==> config.mk <==
export PLATFORM = sky130hd
export DESIGN_NAME = wdps_top
export DESIGN_NICKNAME = d
export VERILOG_FILES = /design/src/logic/wdps_pkg.sv /design/src/logic/wdps_sync.sv /design/src/logic/wdps_divider.sv /design/src/logic/wdps_top.sv
export VERILOG_INCLUDE_DIRS = /design/src /design/src/logic
export SDC_FILE = /design/constraint.sdc
export NUM_CORES = 1
export LEC_CHECK = 0
export BUFFER_PORTS_ARGS = -buffer_cell sky130_fd_sc_hd__buf_2
export CORE_MARGIN = 2
export CORE_UTILIZATION = 50
export DETAILED_ROUTE_END_ITERATION = 10
export PLACE_DENSITY = 0.85
export SLEW_MARGIN = 30
export SYNTH_ARGS = -nofsm -noshare
export SYNTH_HDL_FRONTEND = slang
export SYNTH_SLANG_ARGS = --single-unit
==> constraint.sdc <==
create_clock -name mclk -period 3.4 [get_ports mclk]
set_input_delay 0 -clock mclk [delete_from_list [all_inputs] [get_ports mclk]]
set_output_delay 0 -clock mclk [all_outputs]
set_load 0.02 [all_outputs]
==> src/logic/wdps_defs.svh <==
// constants of the watchdog with shared divider: offsets, fields, resets, timing
// assumes inclusion by bare name; definitions only
// Contract
// watchdog counts its own RC oscillator ticks
// timeout resets device, or wakes from sleep
// watchdog reset clears timeout flag, status bit4
// fuse at zero disables watchdog permanently
// one 8-bit divider, timer or watchdog
// option bits 3:0 choose owner and ratio
// base period 18 ms, up to 1:128
// clear command zeroes count and owned divider
// sleep zeroes count and owned divider
// option loads all ones on every reset
// option bits 7:6 read as zero
// watchdog ratio is two to the select
`ifndef WDPS_DEFS_SVH
`define WDPS_DEFS_SVH

// ****************************************
// register indices, byte address is index times four
// ****************************************
`define WDPS_IDX_STATUS   6'h03
`define WDPS_IDX_OPTION   6'h04
`define WDPS_IDX_CMD      6'h05
`define WDPS_IDX_IRQST    6'h06
`define WDPS_IDX_IRQMSK   6'h07

// ****************************************
// field positions
// ****************************************
`define WDPS_ST_TIMEOUT   4
`define WDPS_ST_PWRDOWN   3
`define WDPS_OPT_ASSIGN   3
`define WDPS_CMD_CLEAR    0
`define WDPS_CMD_SLEEP    1
`define WDPS_CMD_WAKE     2
`define WDPS_EVT_RUN      0
`define WDPS_EVT_WAKE     1

// ****************************************
// reset values and masks
// ****************************************
`define WDPS_STATUS_RST   8'h18
`define WDPS_STATUS_WMASK 8'hE7
`define WDPS_OPTION_RST   6'h3F
`define WDPS_RESP_OKAY    2'h0
`define WDPS_RESP_SLVERR  2'h2

// ****************************************
// timing
// ****************************************
`define WDPS_TIMEOUT_MS   18
`define WDPS_RC_PERIOD_NS 1000
`define WDPS_BASE_TICKS   ((`WDPS_TIMEOUT_MS * 1000000) / `WDPS_RC_PERIOD_NS)

`endif

==> src/logic/wdps_pkg.sv <==
// types of the watchdog with shared divider
// assumes nothing beyond the compile order
package wdps_pkg;

    // ****************************************
    // core modes
    // ****************************************
    typedef enum logic {
        WDPS_RUN,
        WDPS_SLEEP
    } wdps_mode_e;

    // ****************************************
    // top-level state
    // ****************************************
    typedef struct packed {
        wdps_mode_e  mode;
        logic        fuseEn;
        logic [15:0] baseCnt;
        logic [5:0]  option;
        logic [7:0]  status;
        logic [1:0]  evt;
        logic [1:0]  mask;
        logic        devRst;
        logic        wake;
        logic        awHave;
        logic [5:0]  awIdx;
        logic        wHave;
        logic [7:0]  wData;
        logic        wStb;
        logic        bvalid;
        logic [1:0]  bresp;
        logic        rvalid;
        logic [7:0]  rdata;
        logic [1:0]  rresp;
        logic        rdOpt;
    } wdps_state_s;

    typedef struct packed {
        logic s1;
        logic s2;
        logic s3;
        logic level;
    } wdps_sync_s;

    typedef struct packed {
        logic [7:0] cnt;
    } wdps_div_s;

endpackage : wdps_pkg

==> src/logic/wdps_sync.sv <==
// three-stage pin synchroniser with agreed-level edge pulses
// assumes an asynchronous pin and the mclk domain
`timescale 1ns/10ps
`default_nettype none
module wdps_sync #(
    parameter logic INIT = 1'b0
) (
    input  wire logic mclk,
    input  wire logic rstn,
    input  wire logic pinIn,
    output logic      level,
    output logic      rise,
    output logic      fall
);
    wdps_pkg::wdps_sync_s st;
    wdps_pkg::wdps_sync_s n;

    // level moves only when stages two and three agree
    always_comb begin
        n = st;
        n.s1 = pinIn;
        n.s2 = st.s1;
        n.s3 = st.s2;
        if (st.s2 == st.s3) begin
            n.level = st.s3;
        end
        if (!rstn) begin
            n = '{s1: INIT, s2: INIT, s3: INIT, level: INIT};
        end
    end

    always_ff @(posedge mclk) begin
        st <= n;
    end

    // one-cycle pulses on an agreed change
    assign level = st.level;
    assign rise  = st.s2 & st.s3 & ~st.level;
    assign fall  = ~st.s2 & ~st.s3 & st.level;

endmodule : wdps_sync
`default_nettype wire

==> src/logic/wdps_divider.sv <==
// shared 8-bit divider, passes every 2^shift-th input tick
// assumes ticks and clear from the mclk domain
`timescale 1ns/10ps
`default_nettype none
module wdps_divider (
    input  wire logic       mclk,
    input  wire logic       rstn,
    input  wire logic       tickIn,
    input  wire logic       clear,
    input  wire logic [3:0] shift,
    output logic            tickOut,
    output logic [7:0]      count
);
    wdps_pkg::wdps_div_s st;
    wdps_pkg::wdps_div_s n;

    // low-bit mask for a ratio of two to the shift
    function automatic logic [7:0] ratioMask(input logic [3:0] sh);
        logic [8:0] m;
        m = (9'h001 << sh) - 9'h001;
        return m[7:0];
    endfunction : ratioMask

    // counter advances per input tick, clear wins
    always_comb begin
        n = st;
        if (!rstn || clear) begin
            n.cnt = 8'h00;
        end else if (tickIn) begin
            n.cnt = st.cnt + 8'h01;
        end
    end

    always_ff @(posedge mclk) begin
        st <= n;
    end

    // output tick when the selected low bits roll over
    assign tickOut = tickIn & ~clear & ((st.cnt & ratioMask(shift)) == ratioMask(shift));
    assign count   = st.cnt;

endmodule : wdps_divider
`default_nettype wire

==> src/logic/wdps_top.sv <==
// watchdog on its own RC oscillator, shared timer/watchdog divider, AXI4-Lite registers
// assumes rcOscIn and extClearN are asynchronous pins, t0TickIn is an mclk pulse
//
// Register access over AXI4-Lite is this design's own decision.
`timescale 1ns/10ps
`default_nettype none
`include "wdps_defs.svh"
module wdps_top #(
    parameter int unsigned BASE_TICKS = `WDPS_BASE_TICKS
) (
    input  wire logic        mclk,
    input  wire logic        rstn,
    input  wire logic        rcOscIn,
    input  wire logic        extClearN,
    input  wire logic        watchdogEnableFuse,
    input  wire logic        t0TickIn,
    input  wire logic        awvalid,
    output logic             awready,
    input  wire logic [7:0]  awaddr,
    input  wire logic [2:0]  awprot,
    input  wire logic        wvalid,
    output logic             wready,
    input  wire logic [31:0] wdata,
    input  wire logic [3:0]  wstrb,
    output logic             bvalid,
    input  wire logic        bready,
    output logic [1:0]       bresp,
    input  wire logic        arvalid,
    output logic             arready,
    input  wire logic [7:0]  araddr,
    input  wire logic [2:0]  arprot,
    output logic             rvalid,
    input  wire logic        rready,
    output logic [31:0]      rdata,
    output logic [1:0]       rresp,
    output logic             timerZeroTick,
    output logic             deviceReset,
    output logic             wakeFromSleep,
    output logic             sleeping,
    output logic             irq
);
    // ****************************************
    // state and decode
    // ****************************************
    wdps_pkg::wdps_state_s st;
    wdps_pkg::wdps_state_s n;

    logic       rcRise;
    logic       mclrFall;
    logic       divTick;
    logic [7:0] divCount;
    logic       divider_assign_bit;
    logic [3:0] divShift;
    logic       wrCommit;
    logic       cmdWrite;
    logic       cmdClear;
    logic       sleepEnter;
    logic       cmdWake;
    logic       clearAny;
    logic       baseWrap;
    logic       wdtTimeout;
    logic       divClear;
    logic [5:0] arIdx;

    // mapped register index
    function automatic logic isMapped(input logic [5:0] idx);
        return (idx >= `WDPS_IDX_STATUS) && (idx <= `WDPS_IDX_IRQMSK);
    endfunction : isMapped

    // read mux, option upper bits read zero
    function automatic logic [7:0] readMux(input logic [5:0] idx, input wdps_pkg::wdps_state_s s);
        case (idx)
            `WDPS_IDX_STATUS: readMux = s.status;
            `WDPS_IDX_OPTION: readMux = {2'b00, s.option};
            `WDPS_IDX_IRQST:  readMux = {6'h00, s.evt};
            `WDPS_IDX_IRQMSK: readMux = {6'h00, s.mask};
            default:          readMux = 8'h00;
        endcase
    endfunction : readMux

    // ****************************************
    // pins and divider
    // ****************************************
    wdps_sync #(.INIT(1'b0)) uRcSync (
        .mclk  (mclk),
        .rstn  (rstn),
        .pinIn (rcOscIn),
        .level (),
        .rise  (rcRise),
        .fall  ()
    );

    wdps_sync #(.INIT(1'b1)) uClrSync (
        .mclk  (mclk),
        .rstn  (rstn),
        .pinIn (extClearN),
        .level (),
        .rise  (),
        .fall  (mclrFall)
    );

    // owner and ratio from option bits 3:0
    assign divider_assign_bit      = st.option[`WDPS_OPT_ASSIGN];
    assign divShift = divider_assign_bit ? {1'b0, st.option[2:0]} : {1'b0, st.option[2:0]} + 4'h1;

    wdps_divider uDiv (
        .mclk    (mclk),
        .rstn    (rstn),
        .tickIn  (divider_assign_bit ? baseWrap : t0TickIn),
        .clear   (divClear),
        .shift   (divShift),
        .tickOut (divTick),
        .count   (divCount)
    );

    // ****************************************
    // command and timeout decode
    // ****************************************
    assign wrCommit   = st.awHave & st.wHave & ~st.bvalid;
    assign cmdWrite   = wrCommit & st.wStb & (st.awIdx == `WDPS_IDX_CMD);
    assign cmdClear   = cmdWrite & st.wData[`WDPS_CMD_CLEAR];
    assign sleepEnter = cmdWrite & st.wData[`WDPS_CMD_SLEEP] & (st.mode == wdps_pkg::WDPS_RUN);
    assign cmdWake    = cmdWrite & st.wData[`WDPS_CMD_WAKE];
    assign clearAny   = cmdClear | sleepEnter | mclrFall;
    assign divClear   = (divider_assign_bit & (cmdClear | sleepEnter)) | mclrFall;
    assign baseWrap   = st.fuseEn & rcRise & ~clearAny
                        & (st.baseCnt == 16'(BASE_TICKS - 1));
    assign wdtTimeout = st.fuseEn & (divider_assign_bit ? divTick : baseWrap);
    assign timerZeroTick = divider_assign_bit ? t0TickIn : divTick;
    assign arIdx      = araddr[7:2];

    // ****************************************
    // bus handshakes and outputs
    // ****************************************
    assign awready       = ~st.awHave & ~st.bvalid;
    assign wready        = ~st.wHave & ~st.bvalid;
    assign arready       = ~st.rvalid;
    assign bvalid        = st.bvalid;
    assign bresp         = st.bresp;
    assign rvalid        = st.rvalid;
    assign rdata         = {24'h00_0000, st.rdata};
    assign rresp         = st.rresp;
    assign deviceReset   = st.devRst;
    assign wakeFromSleep = st.wake;
    assign sleeping      = (st.mode == wdps_pkg::WDPS_SLEEP);
    assign irq           = |(st.evt & st.mask);

    // ****************************************
    // next state
    // ****************************************
    always_comb begin
        n        = st;
        n.devRst = 1'b0;
        n.wake   = 1'b0;
        // bus write: address and data in either order
        if (awvalid && awready) begin
            n.awHave = 1'b1;
            n.awIdx  = awaddr[7:2];
        end
        if (wvalid && wready) begin
            n.wHave = 1'b1;
            n.wData = wdata[7:0];
            n.wStb  = wstrb[0];
        end
        if (st.bvalid && bready) begin
            n.bvalid = 1'b0;
        end
        if (wrCommit) begin
            n.awHave = 1'b0;
            n.wHave  = 1'b0;
            n.bvalid = 1'b1;
            n.bresp  = isMapped(st.awIdx) ? `WDPS_RESP_OKAY : `WDPS_RESP_SLVERR;
            if (st.wStb) begin
                case (st.awIdx)
                    `WDPS_IDX_STATUS: n.status = (st.wData & `WDPS_STATUS_WMASK)
                                                 | (st.status & ~`WDPS_STATUS_WMASK);
                    `WDPS_IDX_OPTION: n.option = st.wData[5:0];
                    `WDPS_IDX_IRQMSK: n.mask   = st.wData[1:0];
                    default: ;
                endcase
            end
        end
        // bus read, event status clears on read
        if (st.rvalid && rready) begin
            n.rvalid = 1'b0;
        end
        if (arvalid && arready) begin
            n.rvalid = 1'b1;
            n.rresp  = isMapped(arIdx) ? `WDPS_RESP_OKAY : `WDPS_RESP_SLVERR;
            n.rdata  = readMux(arIdx, st);
            n.rdOpt  = (arIdx == `WDPS_IDX_OPTION);
            if (arIdx == `WDPS_IDX_IRQST) begin
                n.evt = 2'b00;
            end
        end
        // base count on RC oscillator ticks only
        if (!st.fuseEn || clearAny || baseWrap) begin
            n.baseCnt = 16'h0000;
        end else if (rcRise) begin
            n.baseCnt = st.baseCnt + 16'h0001;
        end
        // clear, sleep and wake commands
        if (cmdClear) begin
            n.status[`WDPS_ST_TIMEOUT] = 1'b1;
            n.status[`WDPS_ST_PWRDOWN] = 1'b1;
        end
        if (sleepEnter) begin
            n.mode = wdps_pkg::WDPS_SLEEP;
            n.status[`WDPS_ST_TIMEOUT] = 1'b1;
            n.status[`WDPS_ST_PWRDOWN] = 1'b0;
        end
        if (cmdWake && st.mode == wdps_pkg::WDPS_SLEEP) begin
            n.mode = wdps_pkg::WDPS_RUN;
        end
        // timeout: device reset or wake-up reset
        case (st.mode)
            wdps_pkg::WDPS_RUN: begin
                if (wdtTimeout) begin
                    n.devRst = 1'b1;
                    n.status[`WDPS_ST_PWRDOWN] = 1'b1;
                    n.evt[`WDPS_EVT_RUN] = 1'b1;
                end
            end
            wdps_pkg::WDPS_SLEEP: begin
                if (wdtTimeout) begin
                    n.devRst = 1'b1;
                    n.wake   = 1'b1;
                    n.mode   = wdps_pkg::WDPS_RUN;
                    n.evt[`WDPS_EVT_WAKE] = 1'b1;
                end
            end
            default: n.mode = wdps_pkg::WDPS_RUN;
        endcase
        if (wdtTimeout) begin
            n.status[`WDPS_ST_TIMEOUT] = 1'b0;
            n.option = `WDPS_OPTION_RST;
        end
        // external master clear
        if (mclrFall) begin
            n.option = `WDPS_OPTION_RST;
            n.mode   = wdps_pkg::WDPS_RUN;
        end
        // power-on reset, fuse captured while held
        if (!rstn) begin
            n        = '0;
            n.mode   = wdps_pkg::WDPS_RUN;
            n.fuseEn = watchdogEnableFuse;
            n.status = `WDPS_STATUS_RST;
            n.option = `WDPS_OPTION_RST;
        end
    end

    always_ff @(posedge mclk) begin
        st <= n;
    end
endmodule : wdps_top
`default_nettype wire

# Word-level counts from Yosys, hierarchy flattened
# Index checks and enable logic that the tools add are counted.
# W data, S select, Z words.
[totals]
ff_bits = 86
latch_bits = 0
ram_bits = 0
mem_bits_ro = 0
elab_cells = 150
n_memories = 0
[op_classes]
add_sub_neg = 4
n_mul = 0
div = 0
magnitude_cmp = 4
eq_ne = 12
shift = 1
mux = 32
n_bitwise = 38
n_reduce_logical = 28
[ops]
columns = ["cell", "n"]
rows = [
  ["$eq A6 B3 Y1 const B", 6],
  ["$pmux W8 S4", 1],
  ["$and A1 B1 Y1", 21],
  ["$mux W1", 17],
  ["$add A16 B1 Y16 const B", 1],
  ["$eq A16 B15 Y1 const B", 1],
  ["$mux W5", 3],
  ["$mux W2", 7],
  ["$eq A6 B2 Y1 const B", 2],
  ["$ge A6 B2 Y1 const B", 2],
  ["$le A6 B3 Y1 const B", 2],
  ["$mux W12", 1],
  ["$reduce_and A3 Y1", 4],
  ["$reduce_bool A4 Y1", 3],
  ["$not A1 Y1", 11],
  ["$add A8 B1 Y8 const B", 1],
  ["$and A8 B8 Y8", 1],
  ["$eq A8 B8 Y1", 1],
  ["$logic_and A1 B1 Y1", 8],
  ["$or A8 B5 Y8", 1],
  ["$reduce_or A2 Y1", 4],
  ["$shl A1 B4 Y8 const A", 1],
  ["$sub A8 B1 Y8 const B", 1],
  ["$add A3 B1 Y4 const B", 1],
  ["other kinds (11)", 18],
]

# Longest topological paths before layout
[logic_depth]
depth_word = 18
depth_mapped = 13

# By module
# Synthesis repeated with hierarchy kept, for this count alone.
[hier_totals]
hier_cells = 444
hier_area_um2 = 3937.5
[by_module_without_submodules]
columns = ["module", "instances", "cells_each", "area_per_inst_um2", "seq_area_each_um2"]
rows = [
  ["wdps_top", 1, 352, 3105.5, 1351.3],
  ["wdps_divider", 1, 62, 514.2, 160.2],
  ["wdps_sync at uRcSync", 1, 15, 160.2, 80.1],
  ["wdps_sync at uClrSync", 1, 15, 157.7, 80.1],
]

# Worst setup path after synthesis
# OpenSTA, ideal clock, no wires.
[synth_timing]
kind = "flip-flop to flip-flop"
start = "register st[46] in the netlist's numbering"
end = "register st, in the netlist divider_assign_bit"
setup_ns = 0.162
t_arrival_ns = 2.767
t_required_ns = 3.238
slack_ns = 0.471
path_stages_with_launch = 14
n_path_buf = 1
period_less_slack_ns = 2.929
cell_sequence = "dfxtp_1 ha_1 buf_2 and3b_1 o21ai_1 nor3_1 a21oi_1 ha_1 inv_1 a2111oi_0 o211ai_1 and3_1 a31oi_1 a31oi_1"
[synth_between]
elab_chain_len = 10
[synth_lines]
columns = ["item", "line", "text"]
rows = [
  ["start: declaration", "wdps_top.sv:45", "wdps_pkg::wdps_state_s st;"],
  ["start signal: assignment", "wdps_top.sv:254", "st <= n;"],
  ["$add A3 B1 Y4", "wdps_top.sv:104", "assign divShift = divider_assign_bit ? {1'b0, st.option[2:0]} : {1'b0, st.option[2:0]} + 4'h1;"],
  ["$mux W4 (*)", "wdps_top.sv:104", ""],
  ["$shl A1 B4 Y8 (*)", "wdps_divider.sv:20", "m = (9'h001 << sh) - 9'h001;"],
  ["$sub A8 B1 Y8 (*)", "wdps_divider.sv:20", ""],
  ["$and A8 B8 Y8", "wdps_divider.sv:39", "assign tickOut = tickIn & ~clear & ((st.cnt & ratioMask(shift)) == ratioMask(shift));"],
  ["$eq A8 B8 Y1 (*)", "wdps_divider.sv:39", ""],
  ["$and A1 B1 Y1 (*)", "wdps_divider.sv:39", ""],
  ["$mux W1 (*)", "wdps_top.sv:128", "assign wdtTimeout = st.fuseEn & (divider_assign_bit ? divTick : baseWrap);"],
  ["$and A1 B1 Y1 (*)", "wdps_top.sv:128", ""],
  ["$reduce_or A3 Y1 (no source line) (*)", "--", ""],
]
# Mark *: on every way between the ends. The rest lies on a longest branch, timed or not.
# A chain may end at the register's enable or synchronous reset.

# Worst setup path after layout
[layout_timing]
start = "register st[47] in the netlist's numbering"
end = "output timerZeroTick"
[layout_between]
elab_chain_len = 8
[layout_lines]
columns = ["item", "line", "text"]
rows = [
  ["$add A3 B1 Y4", "wdps_top.sv:104", ""],
  ["$mux W4 (*)", "wdps_top.sv:104", ""],
  ["$shl A1 B4 Y8 (*)", "wdps_divider.sv:20", ""],
  ["$sub A8 B1 Y8 (*)", "wdps_divider.sv:20", ""],
  ["$and A8 B8 Y8", "wdps_divider.sv:39", ""],
  ["$eq A8 B8 Y1 (*)", "wdps_divider.sv:39", ""],
  ["$and A1 B1 Y1 (*)", "wdps_divider.sv:39", ""],
  ["$mux W1 (*)", "wdps_top.sv:129", "assign timerZeroTick = divider_assign_bit ? t0TickIn : divTick;"],
  ["end: declaration", "wdps_top.sv:36", "output logic timerZeroTick,"],
]
# Marked as above.

==> metrics.txt <==
status finished clean; CP max FO 15; post-route setup slack about 0.20 ns; Clk network pwr share 0.389; post-synthesis sequential area ratio 0.3869; FF+latch count, synth 83; initial core utilization 0.5206; ys async rst share 0; Critical Path AT 3.20 ns; H-tree levels 3; CP required approximately 3.4 ns; vias per cell approximately 5.5; sequential share of power 0.519; P_sw ~530 uW; Antenna diodes 0; Critical-path top delay cell dfxtp_1; WHS Endpoint st[37]; die area 9400 um2; Power Density slightly below 400 nW/um2; RR Startpoint st[47]; dominant synthesized flop cell dfxtp_1; vias in the first global route 3682; HPWL Detailed roughly 6800 um; FF-to-FF End st[36]; IO Pins about 120; die width between 90 and 100 um; first-pass GRT wire length between 15000 and 20000 um; cell area after synthesis around 4300 um2; initial antenna violation count 0; RSZ-0062 raised after global routing no; Remaining DRCs 0; cell area after layout 5019 um2; DR WL/cell between 10 and 15 um; largest net degree at the start of global routing 35; CTS Buf Count 9; Final ANT Viol Nets 0; leak pwr around 1.9 nW; drt pass-1 iters 7; clk_lat worst skew approximately 0.36 ns; critical hold path startpoint araddr[2]; max-slew violation count 0; WL final between 9000 and 10000 um; switching share of power 0.2723; setup TNS 0 ns; Max VDD drop 0.0003105 V; crit path capture type primary output; Yosys cell types 70; Final Cycle Share 0.9405; Fmax achieved around 310 MHz; grt ovf 0; # nets final between 600 and 700; placed inst area between 4000 and 5000 um2; All-Layer GR Usage 0.2093; max-cap viol count 0; CTS Buffer Depth 2; max_slew headroom 0.4209; Comb power frac 0.092; Hold Path Class input port to flip-flop; cells after synthesis between 500 and 600; worst stage delay on the critical path 0.38 ns; Post-synth EDFFs 1; core area roughly 8300 um2; total power just under 2 mW; Pint 1.427 mW; Area Growth Syn to Fin 16.16%; Reg2Reg Depth 13; Place WS between 0.09 and 0.1 ns; Hold Path Depth 3; critical path class flip-flop to primary output; Die H between 90 and 100 um; Bufs and invs on worst path 2; share of cells above drive strength 1 0.1621; Final Hold Viols 0; row cnt 33; Final Setup Violations 0; Syn Area/Cell about 8.5 um2; crit path launch type flip-flop; CTS tree built; port bufs 51; top cell family by delay on the critical path compound AO/OA/AOI/OAI gates; clock-pin slew on the worst setup and hold paths around 0.090 ns; clk sinks between 80 and 90; skew final between 0.015 and 0.02 ns; clock root cell clkbuf_8; reg-to-reg slack, setup ~0.32 ns; Worst-Margin Slew about 0.86 ns; post-layout minimum cycle time 3.198 ns; Synth Warn # 0; GP Congestion 0.8865; CP Cell Sequence buf_4 > and3b_1 > o21ai_1 > nor3_1 > a21oi_1 > ha_2 > nor4b_1 > a311oi_2 > o2111ai_1 > a2111oi_4 > nand4_1 > a21boi_1 > buf_2; vias 3780; Initial DRC Count around 200
## tightest hold or removal path, cell delays in order
cell and delay [ns]:
buf_2 0.16, o311ai_0 0.16, o41ai_1 0.07
## cell type report
class	instances	area (um2)
inverter	18	67.56
sequential	83	1672
fill	672	3281
clock inverter	7	90.09
timing repair buffer	84	565.5
multi-input combinational	379	2369
clock buffer	9	123.9
tap	105	131.4
## registers in the layout, indices dropped and copies added (netlist names)
signal              count
rresp                   1
uRcSync.st              3
uClrSync.st             3
bvalid                  1
uClrSync.level          1
divider_assign_bit      1
bresp                   1
st                     51
deviceReset             1
rdata                   8
rvalid                  1
sleeping                1
uDiv.count              8
wakeFromSleep           1
uRcSync.level           1
## synth_stat cells, drive strengths merged, types with 3 or more instances
library cell  number  area (um2)
nand4              6       52.55
o21ai             17       85.08
inv               18       67.56
a211oi             3       35.03
and3               7       43.79
nand2b             9       56.30
mux2i             21       210.2
buf               44       309.0
xor2               8       70.07
xnor2             13       113.9
nand2             50       187.7
nor3              12       60.06
nor2b              7       43.79
a22oi              4       30.03
clkbuf            10       37.54
ha                 6       75.07
nor2              62       232.7
and2               9       56.30
nor4               7       65.06
a21oi             36       180.2
nor4b              4       50.05
dfxtp             82        1642
a21boi             3       22.52
a31oi              6       37.54
o2111ai            3       32.53
nand3             15       80.08
o211ai             3       22.52
## layer usage
| layer | routed length, um | up-vias | part of all wire | global-route usage |
|---|---|---|---|---|
| met5 | 0 | - | 0 | 0 |
| met4 | 247 | 0 | 0.025 | 0.09426 |
| met3 | 469 | 21 | 0.047 | 0.03613 |
| met2 | 4949 | 123 | 0.50 | 0.3686 |
| met1 | 4309 | 1780 | 0.43 | 0.2481 |
| li1 | - | 1856 | - | - |
## cells in the final DEF (no fill, tap or decap), types with 6 or more instances in the layout
cell	synthesis	final
nor2_1	62	62
and3_1	7	7
buf_2	7	51
clkbuf_8	0	9
nand3_1	14	14
xor2_1	8	8
xnor2_1	13	13
nor2b_1	7	7
mux2i_1	21	21
o21ai_0	11	11
nor3_1	12	12
nand2_1	50	50
inv_1	18	18
and2_1	9	9
o21ai_1	6	6
a21oi_1	36	36
dlygate4sd3_1	0	25
conb_1	1	26
dfxtp_1	82	82
buf_4	36	8
nand2b_1	9	9
## through the flow
stage,std cells,utilization,hold WS [ns]
floorplan,534,-,0.09887
global placement,643,0.5430,0.1919
detailed placement,643,0.5430,0.1978
CTS,684,0.6015,0.05879
global route,685,0.6047,0.07732
finish,685,0.6047,0.07168
## kinds of logic (layout without fill, tap and decap cells)
family / Yosys count / count (layout) / synth area share
other cells: 1 / 26 / 0.0008680
xor+xnor: 21 / 21 / 0.04257
buf+inv: 72 / 118 / 0.09586
mux: 23 / 23 / 0.05473
flops: 83 / 83 / 0.3869
simple gates: 201 / 201 / 0.2421
fa+ha+maj: 6 / 6 / 0.01738
compound gates: 102 / 102 / 0.1596
## power groups by stage
stage                     combinational, mW  clock [mW]  sequential, mW
after floorplan                       0.135           0            1.03
after global placement                0.146           0            1.04
after detailed placement              0.151           0            1.04
after CTS                             0.174       0.771            1.02
after global routing                  0.197       0.814            1.02
final                                 0.180       0.762            1.02
## how the worst max path moves through the flow
stage | start | depth (start not counted) | endpoint | slack [ns]
finish | st[47] | 13 | timerZeroTick | 0.20
global route | st[47] | 13 | timerZeroTick | 0.01
CTS | st[46] | 13 | timerZeroTick | 0.05
detailed placement | st[46] | 12 | st[36] | 0.09
global placement | st[46] | 12 | st[37] | 0.20
floorplan | st[46] | 13 | divider_assign_bit | 0.47
## repair_timing
item	4_1_cts	5_1_grt
hold endpoints to repair	24	0
gates cloned	0	0
endpoints found under the setup margin	1	9
hold buffers	25	0
buffers inserted	0	1
pin swaps	0	1
gates resized for setup	3	3
No activity file was read; power rests on OpenSTA's default activity.
